`config.mk`:
```
export PLATFORM = sky130hd
export DESIGN_NAME = ppfm_top
export DESIGN_NICKNAME = d
export VERILOG_FILES = /design/src/ppfm_pkg.sv /design/src/ppfm_sync.sv /design/src/ppfm_top.sv
export VERILOG_INCLUDE_DIRS = /design/src /design/src/src
export SDC_FILE = /design/constraint.sdc
export NUM_CORES = 1
export LEC_CHECK = 0
export BUFFER_PORTS_ARGS = -buffer_cell sky130_fd_sc_hd__clkbuf_2
export CAP_MARGIN = 20
export CORE_UTILIZATION = 40
export CTS_BUF_LIST = sky130_fd_sc_hd__clkbuf_8
export DETAILED_ROUTE_END_ITERATION = 8
export PLACE_DENSITY = 0.75
export RECOVER_POWER = 25
export SYNTH_ARGS = -nofsm -noshare
export SYNTH_HDL_FRONTEND = slang
export SYNTH_SLANG_ARGS = --single-unit
```
`constraint.sdc`:
```
create_clock -name ref_clk -period 1.95 [get_ports ref_clk]
set_input_delay 0 -clock ref_clk [delete_from_list [all_inputs] [get_ports ref_clk]]
set_output_delay 0 -clock ref_clk [all_outputs]
set_load 0.005 [all_outputs]
```
`src/ppfm_consts.svh`:
```
// register indices, field positions, masks and reset values of the port pin mux
`ifndef PPFM_CONSTS_SVH
`define PPFM_CONSTS_SVH

// ----------------------------------------------------------------------------
// register indices (byte address is four times the index)
// ----------------------------------------------------------------------------
`define PPFM_IDX_P3_DATA 32'hffff_f406
`define PPFM_IDX_P3_DIR 32'hffff_f426
`define PPFM_IDX_P3_FUNC 32'hffff_f446
`define PPFM_IDX_P2_FUNC 32'hffff_f444
`define PPFM_IDX_P2_ALT 32'hffff_f464
`define PPFM_IDX_P3_ALT 32'hffff_f466

// ----------------------------------------------------------------------------
// address decode
// ----------------------------------------------------------------------------
`define PPFM_IDX_LSB 2
`define PPFM_IDX_W 11
`define PPFM_BIT_ALIAS_POS 13

// ----------------------------------------------------------------------------
// masked write fields in bit mode
// ----------------------------------------------------------------------------
`define PPFM_BIT_MASK_LSB 0
`define PPFM_BIT_VALUE_LSB 8

// ----------------------------------------------------------------------------
// implemented bits and reset values
// ----------------------------------------------------------------------------
`define PPFM_P3_MASK 8'h1f
`define PPFM_P2_ALT_MASK 8'h9e
`define PPFM_P3_ALT_MASK 8'h1c
`define PPFM_P3_DIR_FILL 8'he0
`define PPFM_RST_P3_DATA 8'h00
`define PPFM_RST_P3_DIR 8'hff
`define PPFM_RST_P3_FUNC 8'h00
`define PPFM_RST_P2_FUNC 8'h00
`define PPFM_RST_P2_ALT 8'h00
`define PPFM_RST_P3_ALT 8'h00

// ----------------------------------------------------------------------------
// pin positions
// ----------------------------------------------------------------------------
`define PPFM_P2_PIN7 7
`define PPFM_P3_PIN_RX0 0
`define PPFM_P3_PIN_TX0 1
`define PPFM_P3_PIN_RX1 2
`define PPFM_P3_PIN_TX1 3
`define PPFM_P3_PIN_CLK1 4

`endif

```
`src/ppfm_pkg.sv`:
```
// types shared by the port pin mux
package ppfm_pkg;

  // register selected by the current bus address
  typedef enum logic [2:0] {
    PPFM_SEL_NONE,
    PPFM_SEL_P3_DATA,
    PPFM_SEL_P3_DIR,
    PPFM_SEL_P3_FUNC,
    PPFM_SEL_P2_FUNC,
    PPFM_SEL_P2_ALT,
    PPFM_SEL_P3_ALT
  } ppfm_sel_t;

endpackage

```
`src/ppfm_sync.sv`:
```
// two flip-flop synchroniser for pin levels
`timescale 1ns/1ps
`default_nettype none

module ppfm_sync #(
  parameter int WIDTH = 8
) (
  input wire logic ref_clk,
  input wire logic rst_n,
  input wire logic [WIDTH-1:0] async_in,
  output logic [WIDTH-1:0] sync_out
);

  logic [WIDTH-1:0] meta_reg;

  // first stage feeds only the second
  always_ff @(posedge ref_clk) begin
    if (!rst_n) begin
      meta_reg <= '0;
      sync_out <= '0;
    end else begin
      meta_reg <= async_in;
      sync_out <= meta_reg;
    end
  end

endmodule

`default_nettype wire

```
`src/ppfm_top.sv`:
```
// port 2 alternate routing and port 3 pin control behind an apb slave
//
// How it works
// (RULE1) every register takes whole-byte access, and a bit-mode alias writes single bits by mask.
// (RULE2) software writes zero into port-2 selector bits 0, 5 and 6, which hold nothing.
// (RULE3) a port-2 pin in plain port mode ignores its selector bit.
// (RULE4) in control mode selector bits 7 and 4..1 pick interrupt input (0) or timer output (1).
// (RULE5) port 3 has five pins whose directions are set one by one.
// (RULE6) in control mode port-3 pins connect to the two serial units and the clocked unit.
// (RULE7) a port-3 direction bit of 0 turns the output buffer on, 1 makes an input; reset ff.
// (RULE8) port-3 function bits hand the pins to peripherals; bits 1 and 3 drive transmit data.
// (RULE9) function bits 0 and 2 feed receive inputs, bit 4 makes pin 4 the two-way clock.
// (RULE10) port-2 function bits of pins 7 and 4..1 pick port mode (0) or the alternate (1).
// (RULE11) port-3 selector bits 4..2 pick asynchronous (0) or clocked serial (1) functions.
// (RULE12) the port-3 data register writes the latch, reads pin for inputs, latch for outputs.
// (RULE13) direction bits 7..5 read 1, function bits 7..5 read 0, and writes to them do nothing.
//
// Design decision made here: the APB slave port.
`timescale 1ns/1ps
`default_nettype none
`include "ppfm_consts.svh"

module ppfm_top #(
  parameter int ADDR_W = 14
) (
  input wire logic ref_clk,
  input wire logic rst_n,
  input wire logic psel,
  input wire logic penable,
  input wire logic pwrite,
  input wire logic [ADDR_W-1:0] paddr,
  input wire logic [31:0] pwdata,
  input wire logic [3:0] pstrb,
  output logic [31:0] prdata,
  output logic pready,
  output logic pslverr,
  input wire logic [7:0] p2_pin_in,
  output logic [7:0] p2_alt_out,
  output logic [7:0] p2_alt_oe,
  output logic [7:0] port2_function_enable,
  input wire logic timer3_out,
  input wire logic [3:0] timer2_outputs,
  output logic ext_irq_line31,
  output logic [3:0] ext_irq_lines_b,
  input wire logic [4:0] p3_pin_in,
  output logic [4:0] p3_pin_out,
  output logic [4:0] p3_pin_oe,
  input wire logic serial0_transmit,
  input wire logic serial1_transmit,
  input wire logic clocked_serial1_out,
  input wire logic serial1_baud_clock_out,
  input wire logic serial1_baud_clock_oe,
  input wire logic clocked_serial1_clock_out,
  input wire logic clocked_serial1_clock_oe,
  output logic serial0_receive,
  output logic serial1_receive,
  output logic clocked_serial1_in,
  output logic serial1_baud_clock,
  output logic clocked_serial1_clock
);

  // --------------------------------------------------------------------------
  // registers
  // --------------------------------------------------------------------------
  logic [4:0] port3_pin_data_reg;
  logic [4:0] port3_direction_reg;
  logic [4:0] port3_function_enable_reg;
  logic [7:0] port2_function_enable_reg;
  logic [7:0] port2_alternate_select_reg;
  logic [7:0] port3_alternate_select_reg;
  logic [31:0] prdata_reg;
  logic pslverr_reg;

  // synchronised pin levels
  logic [7:0] p2_pin_sync;
  logic [4:0] p3_pin_sync;

  // bus decode
  ppfm_pkg::ppfm_sel_t sel;
  logic bit_mode;
  logic wr_en;
  logic [7:0] cur_val;
  logic [7:0] wr_val;
  logic [7:0] rd_val;
  logic [4:0] p3_read;

  // --------------------------------------------------------------------------
  // pin synchronisers
  // --------------------------------------------------------------------------
  ppfm_sync #(
    .WIDTH(13)
  ) u_sync (
    .ref_clk(ref_clk),
    .rst_n(rst_n),
    .async_in({p2_pin_in, p3_pin_in}),
    .sync_out({p2_pin_sync, p3_pin_sync})
  );

  // --------------------------------------------------------------------------
  // address decode
  // --------------------------------------------------------------------------

  // pick the register from the word index, upper address bits ignored
  always_comb begin
    case (paddr[`PPFM_IDX_W+`PPFM_IDX_LSB-1:`PPFM_IDX_LSB])
      `PPFM_IDX_W'(`PPFM_IDX_P3_DATA): sel = ppfm_pkg::PPFM_SEL_P3_DATA;
      `PPFM_IDX_W'(`PPFM_IDX_P3_DIR): sel = ppfm_pkg::PPFM_SEL_P3_DIR;
      `PPFM_IDX_W'(`PPFM_IDX_P3_FUNC): sel = ppfm_pkg::PPFM_SEL_P3_FUNC;
      `PPFM_IDX_W'(`PPFM_IDX_P2_FUNC): sel = ppfm_pkg::PPFM_SEL_P2_FUNC;
      `PPFM_IDX_W'(`PPFM_IDX_P2_ALT): sel = ppfm_pkg::PPFM_SEL_P2_ALT;
      `PPFM_IDX_W'(`PPFM_IDX_P3_ALT): sel = ppfm_pkg::PPFM_SEL_P3_ALT;
      default: sel = ppfm_pkg::PPFM_SEL_NONE;
    endcase
  end

  // alias bit selects masked single-bit writes
  assign bit_mode = paddr[`PPFM_BIT_ALIAS_POS];

  // write takes effect at the access edge, lane 0 only
  assign wr_en = psel & penable & pwrite & pstrb[0];

  // --------------------------------------------------------------------------
  // read view of each register
  // --------------------------------------------------------------------------

  // data read: pin level for inputs, latch for outputs
  always_comb begin
    for (int i = 0; i < 5; i++) begin
      p3_read[i] = port3_direction_reg[i] ? p3_pin_sync[i] : port3_pin_data_reg[i]; // RULE12
    end
  end

  // current byte of the selected register, unused bits filled
  always_comb begin
    case (sel)
      ppfm_pkg::PPFM_SEL_P3_DATA: rd_val = {3'h0, p3_read};
      ppfm_pkg::PPFM_SEL_P3_DIR: rd_val = `PPFM_P3_DIR_FILL | {3'h0, port3_direction_reg}; // RULE13
      ppfm_pkg::PPFM_SEL_P3_FUNC: rd_val = {3'h0, port3_function_enable_reg}; // RULE13
      ppfm_pkg::PPFM_SEL_P2_FUNC: rd_val = port2_function_enable_reg;
      ppfm_pkg::PPFM_SEL_P2_ALT: rd_val = port2_alternate_select_reg;
      ppfm_pkg::PPFM_SEL_P3_ALT: rd_val = port3_alternate_select_reg;
      default: rd_val = 8'h00;
    endcase
  end

  // stored value that a bit-mode write merges into
  always_comb begin
    case (sel)
      ppfm_pkg::PPFM_SEL_P3_DATA: cur_val = {3'h0, port3_pin_data_reg};
      default: cur_val = rd_val;
    endcase
  end

  // byte write, or masked merge in bit mode
  always_comb begin
    if (bit_mode) begin
      wr_val = (cur_val & ~pwdata[`PPFM_BIT_MASK_LSB+:8])
             | (pwdata[`PPFM_BIT_VALUE_LSB+:8] & pwdata[`PPFM_BIT_MASK_LSB+:8]); // RULE1
    end else begin
      wr_val = pwdata[7:0]; // RULE1
    end
  end

  // --------------------------------------------------------------------------
  // apb answer
  // --------------------------------------------------------------------------

  // capture read data and error in the setup cycle
  always_ff @(posedge ref_clk) begin
    if (!rst_n) begin
      prdata_reg <= 32'h0000_0000;
      pslverr_reg <= 1'b0;
    end else if (psel && !penable) begin
      prdata_reg <= pwrite ? 32'h0000_0000 : {24'h00_0000, rd_val};
      pslverr_reg <= (sel == ppfm_pkg::PPFM_SEL_NONE);
    end
  end

  // zero wait states
  assign pready = 1'b1;
  assign prdata = prdata_reg;
  assign pslverr = pslverr_reg;

  // --------------------------------------------------------------------------
  // port 3 registers
  // --------------------------------------------------------------------------

  // output latch, written in any mode
  always_ff @(posedge ref_clk) begin
    if (!rst_n) begin
      port3_pin_data_reg <= 5'(`PPFM_RST_P3_DATA);
    end else if (wr_en && sel == ppfm_pkg::PPFM_SEL_P3_DATA) begin
      port3_pin_data_reg <= wr_val[4:0]; // RULE12
    end
  end

  // per-pin direction, all inputs after reset
  always_ff @(posedge ref_clk) begin
    if (!rst_n) begin
      port3_direction_reg <= 5'(`PPFM_RST_P3_DIR); // RULE7
    end else if (wr_en && sel == ppfm_pkg::PPFM_SEL_P3_DIR) begin
      port3_direction_reg <= wr_val[4:0]; // RULE5 RULE13
    end
  end

  // port or peripheral per pin
  always_ff @(posedge ref_clk) begin
    if (!rst_n) begin
      port3_function_enable_reg <= 5'(`PPFM_RST_P3_FUNC); // RULE8
    end else if (wr_en && sel == ppfm_pkg::PPFM_SEL_P3_FUNC) begin
      port3_function_enable_reg <= wr_val[4:0]; // RULE13
    end
  end

  // asynchronous or clocked serial choice, bits 4..2 kept
  always_ff @(posedge ref_clk) begin
    if (!rst_n) begin
      port3_alternate_select_reg <= `PPFM_RST_P3_ALT;
    end else if (wr_en && sel == ppfm_pkg::PPFM_SEL_P3_ALT) begin
      port3_alternate_select_reg <= wr_val & `PPFM_P3_ALT_MASK; // RULE11
    end
  end

  // --------------------------------------------------------------------------
  // port 2 registers
  // --------------------------------------------------------------------------

  // port or alternate per pin
  always_ff @(posedge ref_clk) begin
    if (!rst_n) begin
      port2_function_enable_reg <= `PPFM_RST_P2_FUNC; // RULE10
    end else if (wr_en && sel == ppfm_pkg::PPFM_SEL_P2_FUNC) begin
      port2_function_enable_reg <= wr_val;
    end
  end

  // selector, bits 0, 5 and 6 hold nothing
  always_ff @(posedge ref_clk) begin
    if (!rst_n) begin
      port2_alternate_select_reg <= `PPFM_RST_P2_ALT; // RULE4
    end else if (wr_en && sel == ppfm_pkg::PPFM_SEL_P2_ALT) begin
      port2_alternate_select_reg <= wr_val & `PPFM_P2_ALT_MASK; // RULE2
    end
  end

  assign port2_function_enable = port2_function_enable_reg;

  // --------------------------------------------------------------------------
  // port 2 routing
  // --------------------------------------------------------------------------

  // timer outputs for pins 4..1 and 7, selector ignored in port mode
  generate
    for (genvar i = 0; i < 8; i++) begin : g_p2
      if (i >= 1 && i <= 4) begin : g_timer2
        assign p2_alt_oe[i] = port2_function_enable_reg[i]
                            & port2_alternate_select_reg[i]; // RULE3 RULE4 RULE10
        assign p2_alt_out[i] = timer2_outputs[i-1];
        assign ext_irq_lines_b[i-1] = port2_function_enable_reg[i]
                                    & ~port2_alternate_select_reg[i]
                                    & p2_pin_sync[i]; // RULE3 RULE4 RULE10
      end else if (i == `PPFM_P2_PIN7) begin : g_timer3
        assign p2_alt_oe[i] = port2_function_enable_reg[i]
                            & port2_alternate_select_reg[i]; // RULE3 RULE4 RULE10
        assign p2_alt_out[i] = timer3_out;
        assign ext_irq_line31 = port2_function_enable_reg[i]
                              & ~port2_alternate_select_reg[i]
                              & p2_pin_sync[i]; // RULE3 RULE4 RULE10
      end else begin : g_none
        assign p2_alt_oe[i] = 1'b0;
        assign p2_alt_out[i] = 1'b0;
      end
    end
  endgenerate

  // --------------------------------------------------------------------------
  // port 3 routing
  // --------------------------------------------------------------------------

  // pin drive: latch under direction in port mode, peripheral in control mode
  always_comb begin
    p3_pin_out = port3_pin_data_reg;
    p3_pin_oe = ~port3_direction_reg; // RULE5 RULE7
    if (port3_function_enable_reg[`PPFM_P3_PIN_RX0]) begin
      p3_pin_out[`PPFM_P3_PIN_RX0] = 1'b0;
      p3_pin_oe[`PPFM_P3_PIN_RX0] = 1'b0; // RULE9
    end
    if (port3_function_enable_reg[`PPFM_P3_PIN_TX0]) begin
      p3_pin_out[`PPFM_P3_PIN_TX0] = serial0_transmit; // RULE6 RULE8
      p3_pin_oe[`PPFM_P3_PIN_TX0] = 1'b1;
    end
    if (port3_function_enable_reg[`PPFM_P3_PIN_RX1]) begin
      p3_pin_out[`PPFM_P3_PIN_RX1] = 1'b0;
      p3_pin_oe[`PPFM_P3_PIN_RX1] = 1'b0; // RULE9
    end
    if (port3_function_enable_reg[`PPFM_P3_PIN_TX1]) begin
      p3_pin_out[`PPFM_P3_PIN_TX1] = port3_alternate_select_reg[`PPFM_P3_PIN_TX1]
                                   ? clocked_serial1_out : serial1_transmit; // RULE8 RULE11
      p3_pin_oe[`PPFM_P3_PIN_TX1] = 1'b1;
    end
    if (port3_function_enable_reg[`PPFM_P3_PIN_CLK1]) begin
      if (port3_alternate_select_reg[`PPFM_P3_PIN_CLK1]) begin
        p3_pin_out[`PPFM_P3_PIN_CLK1] = clocked_serial1_clock_out; // RULE9 RULE11
        p3_pin_oe[`PPFM_P3_PIN_CLK1] = clocked_serial1_clock_oe;
      end else begin
        p3_pin_out[`PPFM_P3_PIN_CLK1] = serial1_baud_clock_out; // RULE9
        p3_pin_oe[`PPFM_P3_PIN_CLK1] = serial1_baud_clock_oe;
      end
    end
  end

  // peripheral inputs, idle high when their pin is not handed over
  always_comb begin
    serial0_receive = 1'b1;
    serial1_receive = 1'b1;
    clocked_serial1_in = 1'b1;
    serial1_baud_clock = 1'b1;
    clocked_serial1_clock = 1'b1;
    if (port3_function_enable_reg[`PPFM_P3_PIN_RX0]) begin
      serial0_receive = p3_pin_sync[`PPFM_P3_PIN_RX0]; // RULE6 RULE9
    end
    if (port3_function_enable_reg[`PPFM_P3_PIN_RX1]) begin
      if (port3_alternate_select_reg[`PPFM_P3_PIN_RX1]) begin
        clocked_serial1_in = p3_pin_sync[`PPFM_P3_PIN_RX1]; // RULE9 RULE11
      end else begin
        serial1_receive = p3_pin_sync[`PPFM_P3_PIN_RX1]; // RULE9
      end
    end
    if (port3_function_enable_reg[`PPFM_P3_PIN_CLK1]) begin
      if (port3_alternate_select_reg[`PPFM_P3_PIN_CLK1]) begin
        clocked_serial1_clock = p3_pin_sync[`PPFM_P3_PIN_CLK1]; // RULE6 RULE11
      end else begin
        serial1_baud_clock = p3_pin_sync[`PPFM_P3_PIN_CLK1]; // RULE6
      end
    end
  end

endmodule

`default_nettype wire

```
== Word level (Yosys, flattened, before mapping) ==
Cells that the tools add are included.

* Register bits after elaboration: 90
* Bits of input ports: 80
* Logic and storage cells: 91

* Equality and inequality tests: 12
* Multiplexer cells: 32
* Bitwise operators: 28
* Reductions and logical operators: 9

{| class="wikitable"
|+ Operators by type and width
! kind !! number
|-
| $eq 11x11->1 const B || 6
|-
| $pmux 8 s6 || 1
|-
| $mux 1 || 27
|-
| $mux 8 || 3
|-
| $and 1x1->1 || 18
|-
| $pmux 3 s6 || 1
|-
| $and 8x8->8 || 2
|-
| $eq 3x3->1 const B || 3
|-
| $not 8->8 || 1
|-
| $or 8x8->8 || 1
|-
| $logic_and 1x1->1 || 7
|-
| $eq 3x2->1 const B || 2
|-
| $not 1->1 || 5
|-
| $not 5->5 || 1
|-
| $eq 3x1->1 const B || 1
|-
| $logic_not 3->1 || 1
|-
| $logic_not 1->1 || 1
|}

== Longest topological paths before layout ==
* Word-level depth: 8
* Mapped depth: 7
* Depth with buffers taken out: 5

== Modules after synthesis ==
Synthesis repeated with hierarchy kept, for this count alone.

* Cells, all modules: 389
* Area total of the unflattened synthesis: 3,497.1 um2

{| class="wikitable"
|+ By module, submodules not included
! module !! times used !! cells an instance !! area an instance (um2)
|-
| ppfm_top || 1 || 335 || 2,766.4
|-
| ppfm_sync || 1 || 54 || 730.7
|}

== Least setup slack after synthesis ==
Ideal clock, no wire load.

* Path type: input-to-reg
* Start point: in paddr[11]
* End point: reg port3_pin_data_reg[4]
* Arrival: 1.656 ns
* Data required time: 1.834 ns
* Setup slack: 0.177 ns
* Stages on the path: 6
* Buffers on the path: 1
* Cells stage by stage: or4b_4 -> or4_4 -> buf_6 -> o31ai_4 -> nand2_1 -> o211a_1

* Longest elaborated chain between the ends: 8
* Elaborated cells between the ends (all ways): 19
* Those cells by class: 12 x eq/ne; 4 x mux; 2 x bitwise; 1 x reduce/logical

{| class="wikitable"
|+ Ends and longest elaborated chain
! item !! RTL line !! text
|-
| start: declaration || ppfm_top.sv:31 || <nowiki>input wire logic [ADDR_W-1:0] paddr,</nowiki>
|-
| $eq 11x11->1 || ppfm_top.sv:105 || <nowiki>case (paddr[`PPFM_IDX_W+`PPFM_IDX_LSB-1:`PPFM_IDX_LSB])</nowiki>
|-
| $pmux 3 s6 * || ppfm_top.sv:105 ||
|-
| $eq 3x3->1, or another cell as far along || ppfm_top.sv:135 || <nowiki>case (sel)</nowiki>
|-
| $pmux 8 s6 || ppfm_top.sv:135 ||
|-
| $mux 8 || ppfm_top.sv:148 || <nowiki>case (sel)</nowiki>
|-
| $and 8x8->8 || ppfm_top.sv:157 || <nowiki>wr_val = (cur_val & ~pwdata[`PPFM_BIT_MASK_LSB+:8])</nowiki>
|-
| $or 8x8->8 || ppfm_top.sv:157 ||
|-
| $mux 8 || ppfm_top.sv:156 || <nowiki>if (bit_mode) begin</nowiki>
|-
| end signal: assignment || ppfm_top.sv:191 || <nowiki>port3_pin_data_reg <= 5'(`PPFM_RST_P3_DATA);</nowiki>
|-
| end signal: assignment || ppfm_top.sv:193 || <nowiki>port3_pin_data_reg <= wr_val[4:0];</nowiki>
|-
| end: declaration || ppfm_top.sv:65 || <nowiki>logic [4:0] port3_pin_data_reg;</nowiki>
|}

Mark *: on every way between the ends. The rest lies on a longest branch, timed or not.
A chain may end at the register's enable or synchronous reset.

== Worst setup path in the final report ==
Same ends and word-level chain as after synthesis.

==> results.toml <==
[run_status]
outcome = "completed"

[min_path]
worstHoldEndpoint = "p2_alt_out[4]"
hp-start = "timer2_outputs[3]"
hold_path_depth = 0
hold_path_class = "primary input to output pin"

[grt]
grt_antenna_before_repair = 0
grt_max_degree = 46
grtUsageTotal_pct = 20.5
grt_pass1_vias = 2662
overflow = 0
grt_pass1_wl_mm = 13.6

[detailed_routing]
drt_first_pass_iters = 5
dr_total_vias = 3015
viasPerCell = 5.13
antenna_left = 0
route.detailed.drc = 0
detail_route.wl_per_cell_um = 14.8
finalWirelength_mm = 8.68
drt-initial-drc-count = 191

[sta]
max_slew_margin_pct = 42.4
fin_hold_ws_ns = 0.00000143
finalHoldViolCount = 0
fmax_ghz = 0.622
fin_crit_sh_pct = 82.5
worst_pin_slew_ns = 0.864
finalClockSkew_ns = 0.00403
setup_viol = 0
period_needed_ns = 1.61
rsz0062_at_grt = "false"
drv_slew = 0

[power_and_ir_drop]
internal_power_uw = 1980
switching_share_pct = 25.1
p_per_area_nw_per_um2 = 640
seq_power_share_pct = 47.3
p_sw_uw = 665
ir_drop_v = 0.000435
p_clk_share_pct = 42.9
p_leak_uw = 0.00187
power.share.combinational_pct = 9.8

[place]
port_buffers = 92
hpwlAfterDp_mm = 6.47
placedInstanceArea_um2 = 3810
globalplace.congestion = 0.898

[critical_path]
worst-path-buf-inv = 1
cp_top_family = "simple AND/OR/NAND/NOR gates"
rr_endpoint = "port2_alternate_select_reg[1]"
critPathMaxFanout = 6
r2r_cells = 5
crit_arrival_ns = 1.84
regToRegSetupSlack_ns = 0.36
crit_type = "primary input to register"
cp.required_ns = 2.18
crit_slowest_cell = "or4_4"
regToRegStartpoint = "port2_function_enable[1]"
endpoint_kind = "register"
worstSetupStartpointType = "primary input"
critical-path-max-stage-delay_ns = 0.64
crit_chain = "clkbuf_2 > or4b_4 > or4_4 > o31ai_4 > nand2_1 > o211a_1"

[cells_and_area]
num-nets-final = 561
register_area_um2 = 1200
design_area_um2 = 4140
multiInputGateArea_um2 = 1850
area_growth_pct = 24.6
n_fill_cell = 757
antenna_cells = 0
layout-drive-gt1-share_pct = 30.2

[synthesis]
synth_cells = 372
synth-main-ff-cell = "dfxtp_1"
ys_types = 57
synth_area_um2 = 3320
ys_async_sr_fraction_pct = 0
ys_seq_area_share_pct = 36.2
ys_seq_elements = 60
synth_edf_count = 0
syn_avg_cell_area_um2 = 8.93
ys.warnings.count = 0

[floorplan]
row_count = 32
dieArea_um2 = 8670
ios = 158
start_util_pct = 42.1
core_um2 = 7890
die_w_um = 93.1
die_h_um = 93.1

[clock_network]
cts_max_path_buffers = 2
clock_latency_ns = 0.34
cts.clk_slew.worst_paths_ns = 0.07
htreeDepth = 3
cts.sinks = 60
numCtsBuffers = 9
post-cts-setup-buffers = 0
clockRootBuffer = "clkbuf_8"
cts_tree = "done"

[run]
maxCapViolCount = 0
layer usage:
| layer | GRT usage [%] | wire length [µm] | vias to the layer above |
|---|---|---|---|
| li1 | - | - | 1491 |
| met1 | 29.8 | 4210 | 1380 |
| met2 | 30.5 | 3830 | 137 |
| met3 | 4.07 | 566 | 7 |
| met4 | 6.03 | 68 | 0 |
| met5 | 0 | 0 | - |
repair_timing:
action | in CTS | in global routing
hold buffers | 13 | 0
hold endpoints to repair | 12 | 0
setup endpoints to repair | 0 | 0
resized for setup | 0 | 0
power groups by stage:
stage / logic (µW) / clock network, µW / registers, µW
finish: 259 / 1140 / 1250
floorplan: 193 / 0 / 1280
detailed placement: 236 / 0 / 1280
CTS: 257 / 1150 / 1250
global route: 287 / 1210 / 1250
global placement: 232 / 0 / 1280
final cells by class:
cell class,count,area share [%]
multi-input cells,282,44.7
well taps,102,3.08
clock buffers,10,3.32
inverters,3,0.272
flip-flops and latches,60,29.0
clock inverters,6,1.51
repair buffers,125,18.1
cells in the final DEF (no fill, tap or decap), types with 4 or more instances in the layout:
cell type / n
nor2b_1: 12
o21ai_0: 16
mux2i_1: 14
nand2b_1: 8
o31ai_4: 4
nand2_1: 34
o311ai_1: 4
nor3_1: 8
nor2_1: 17
buf_4: 18
nand3_1: 9
clkbuf_2: 92
conb_1: 31
o211a_1: 4
dfxtp_1: 60
a21oi_1: 19
dlygate4sd3_1: 13
clkbuf_8: 10
o32ai_1: 10
and3b_1: 6
nand3b_1: 4
and2_1: 24
stage by stage:
stage	util, %	setup TNS (ns)	power (µW)	setup WS [ns]	std cells
finish	52.5	0	2650	0.342	588
global placement	48.4	0	1510	0.0249	559
detailed placement	48.4	-0.000967	1520	-0.000967	559
floorplan	-	0	1470	0.177	401
CTS	52.5	0	2660	0.355	588
global route	52.5	0	2750	0.185	588
Yosys cell counts (2+ instances only):
library cell,instances,area [µm²]
nand3b_1,4,30.0
a21boi_1,2,15.0
inv_1,3,11.3
or3_1,2,12.5
nor4_1,2,12.5
nand2_1,34,128
nand2b_1,8,50.1
a31oi_1,2,12.5
nor3_4,3,48.8
o211a_1,4,40.0
nand3_1,9,45.0
buf_4,36,270
o21ai_0,16,80.1
buf_2,6,30.0
nor2b_1,12,75.1
clkbuf_1,12,45.0
nor4b_1,3,26.3
nor4_2,2,25.0
o21a_1,3,22.5
nor2_1,17,63.8
and3b_1,6,52.6
nor4bb_1,2,20.0
o32ai_1,10,87.6
o211ai_1,2,15.0
dfxtp_1,60,1200
or3b_2,2,17.5
nor3b_1,3,22.5
mux2_2,3,33.8
mux2i_1,14,140
o31ai_4,4,85.1
o311ai_1,4,35.0
buf_6,2,22.5
nor3_1,8,40.0
conb_1,2,7.51
o22a_1,3,26.3
o31ai_1,3,22.5
and2_1,26,163
a21oi_1,19,95.1
cells by family (layout without fill, tap and decap cells):
kind of cell / Yosys count / after routing / share of synthesized area, %
other: 2 / 31 / 0.226
buffers and inverters: 59 / 144 / 11.4
AOI/OAI and AO/OA: 82 / 82 / 19.1
muxes: 17 / 17 / 5.24
and+or+nand+nor: 152 / 152 / 27.9
DFF: 60 / 60 / 36.2
how the worst max path moves through the flow:
stage / startpoint / endpoint / slack, ns / cells past startpoint
2_1_floorplan: paddr[11] / port3_pin_data_reg[4] / 0.18 / 6
5_1_grt: port2_function_enable[1] / port3_function_enable_reg[1] / 0.19 / 5
6_report: paddr[11] / port3_pin_data_reg[4] / 0.34 / 6
3_5_place_dp: paddr[11] / port3_pin_data_reg[3] / -0.001 / 6
4_1_cts: port2_function_enable[1] / port3_function_enable_reg[1] / 0.35 / 5
3_3_place_gp: paddr[11] / port3_pin_data_reg[3] / 0.02 / 6
worst register-to-register path, stage by stage (launching register included):
cell	delay, ns
dfxtp_1	0.39
mux2_2	0.17
a32oi_1	0.06
a2111oi_0	0.56
nor2_1	0.17
a21oi_1	0.17
No activity file was read; power rests on OpenSTA's default activity.
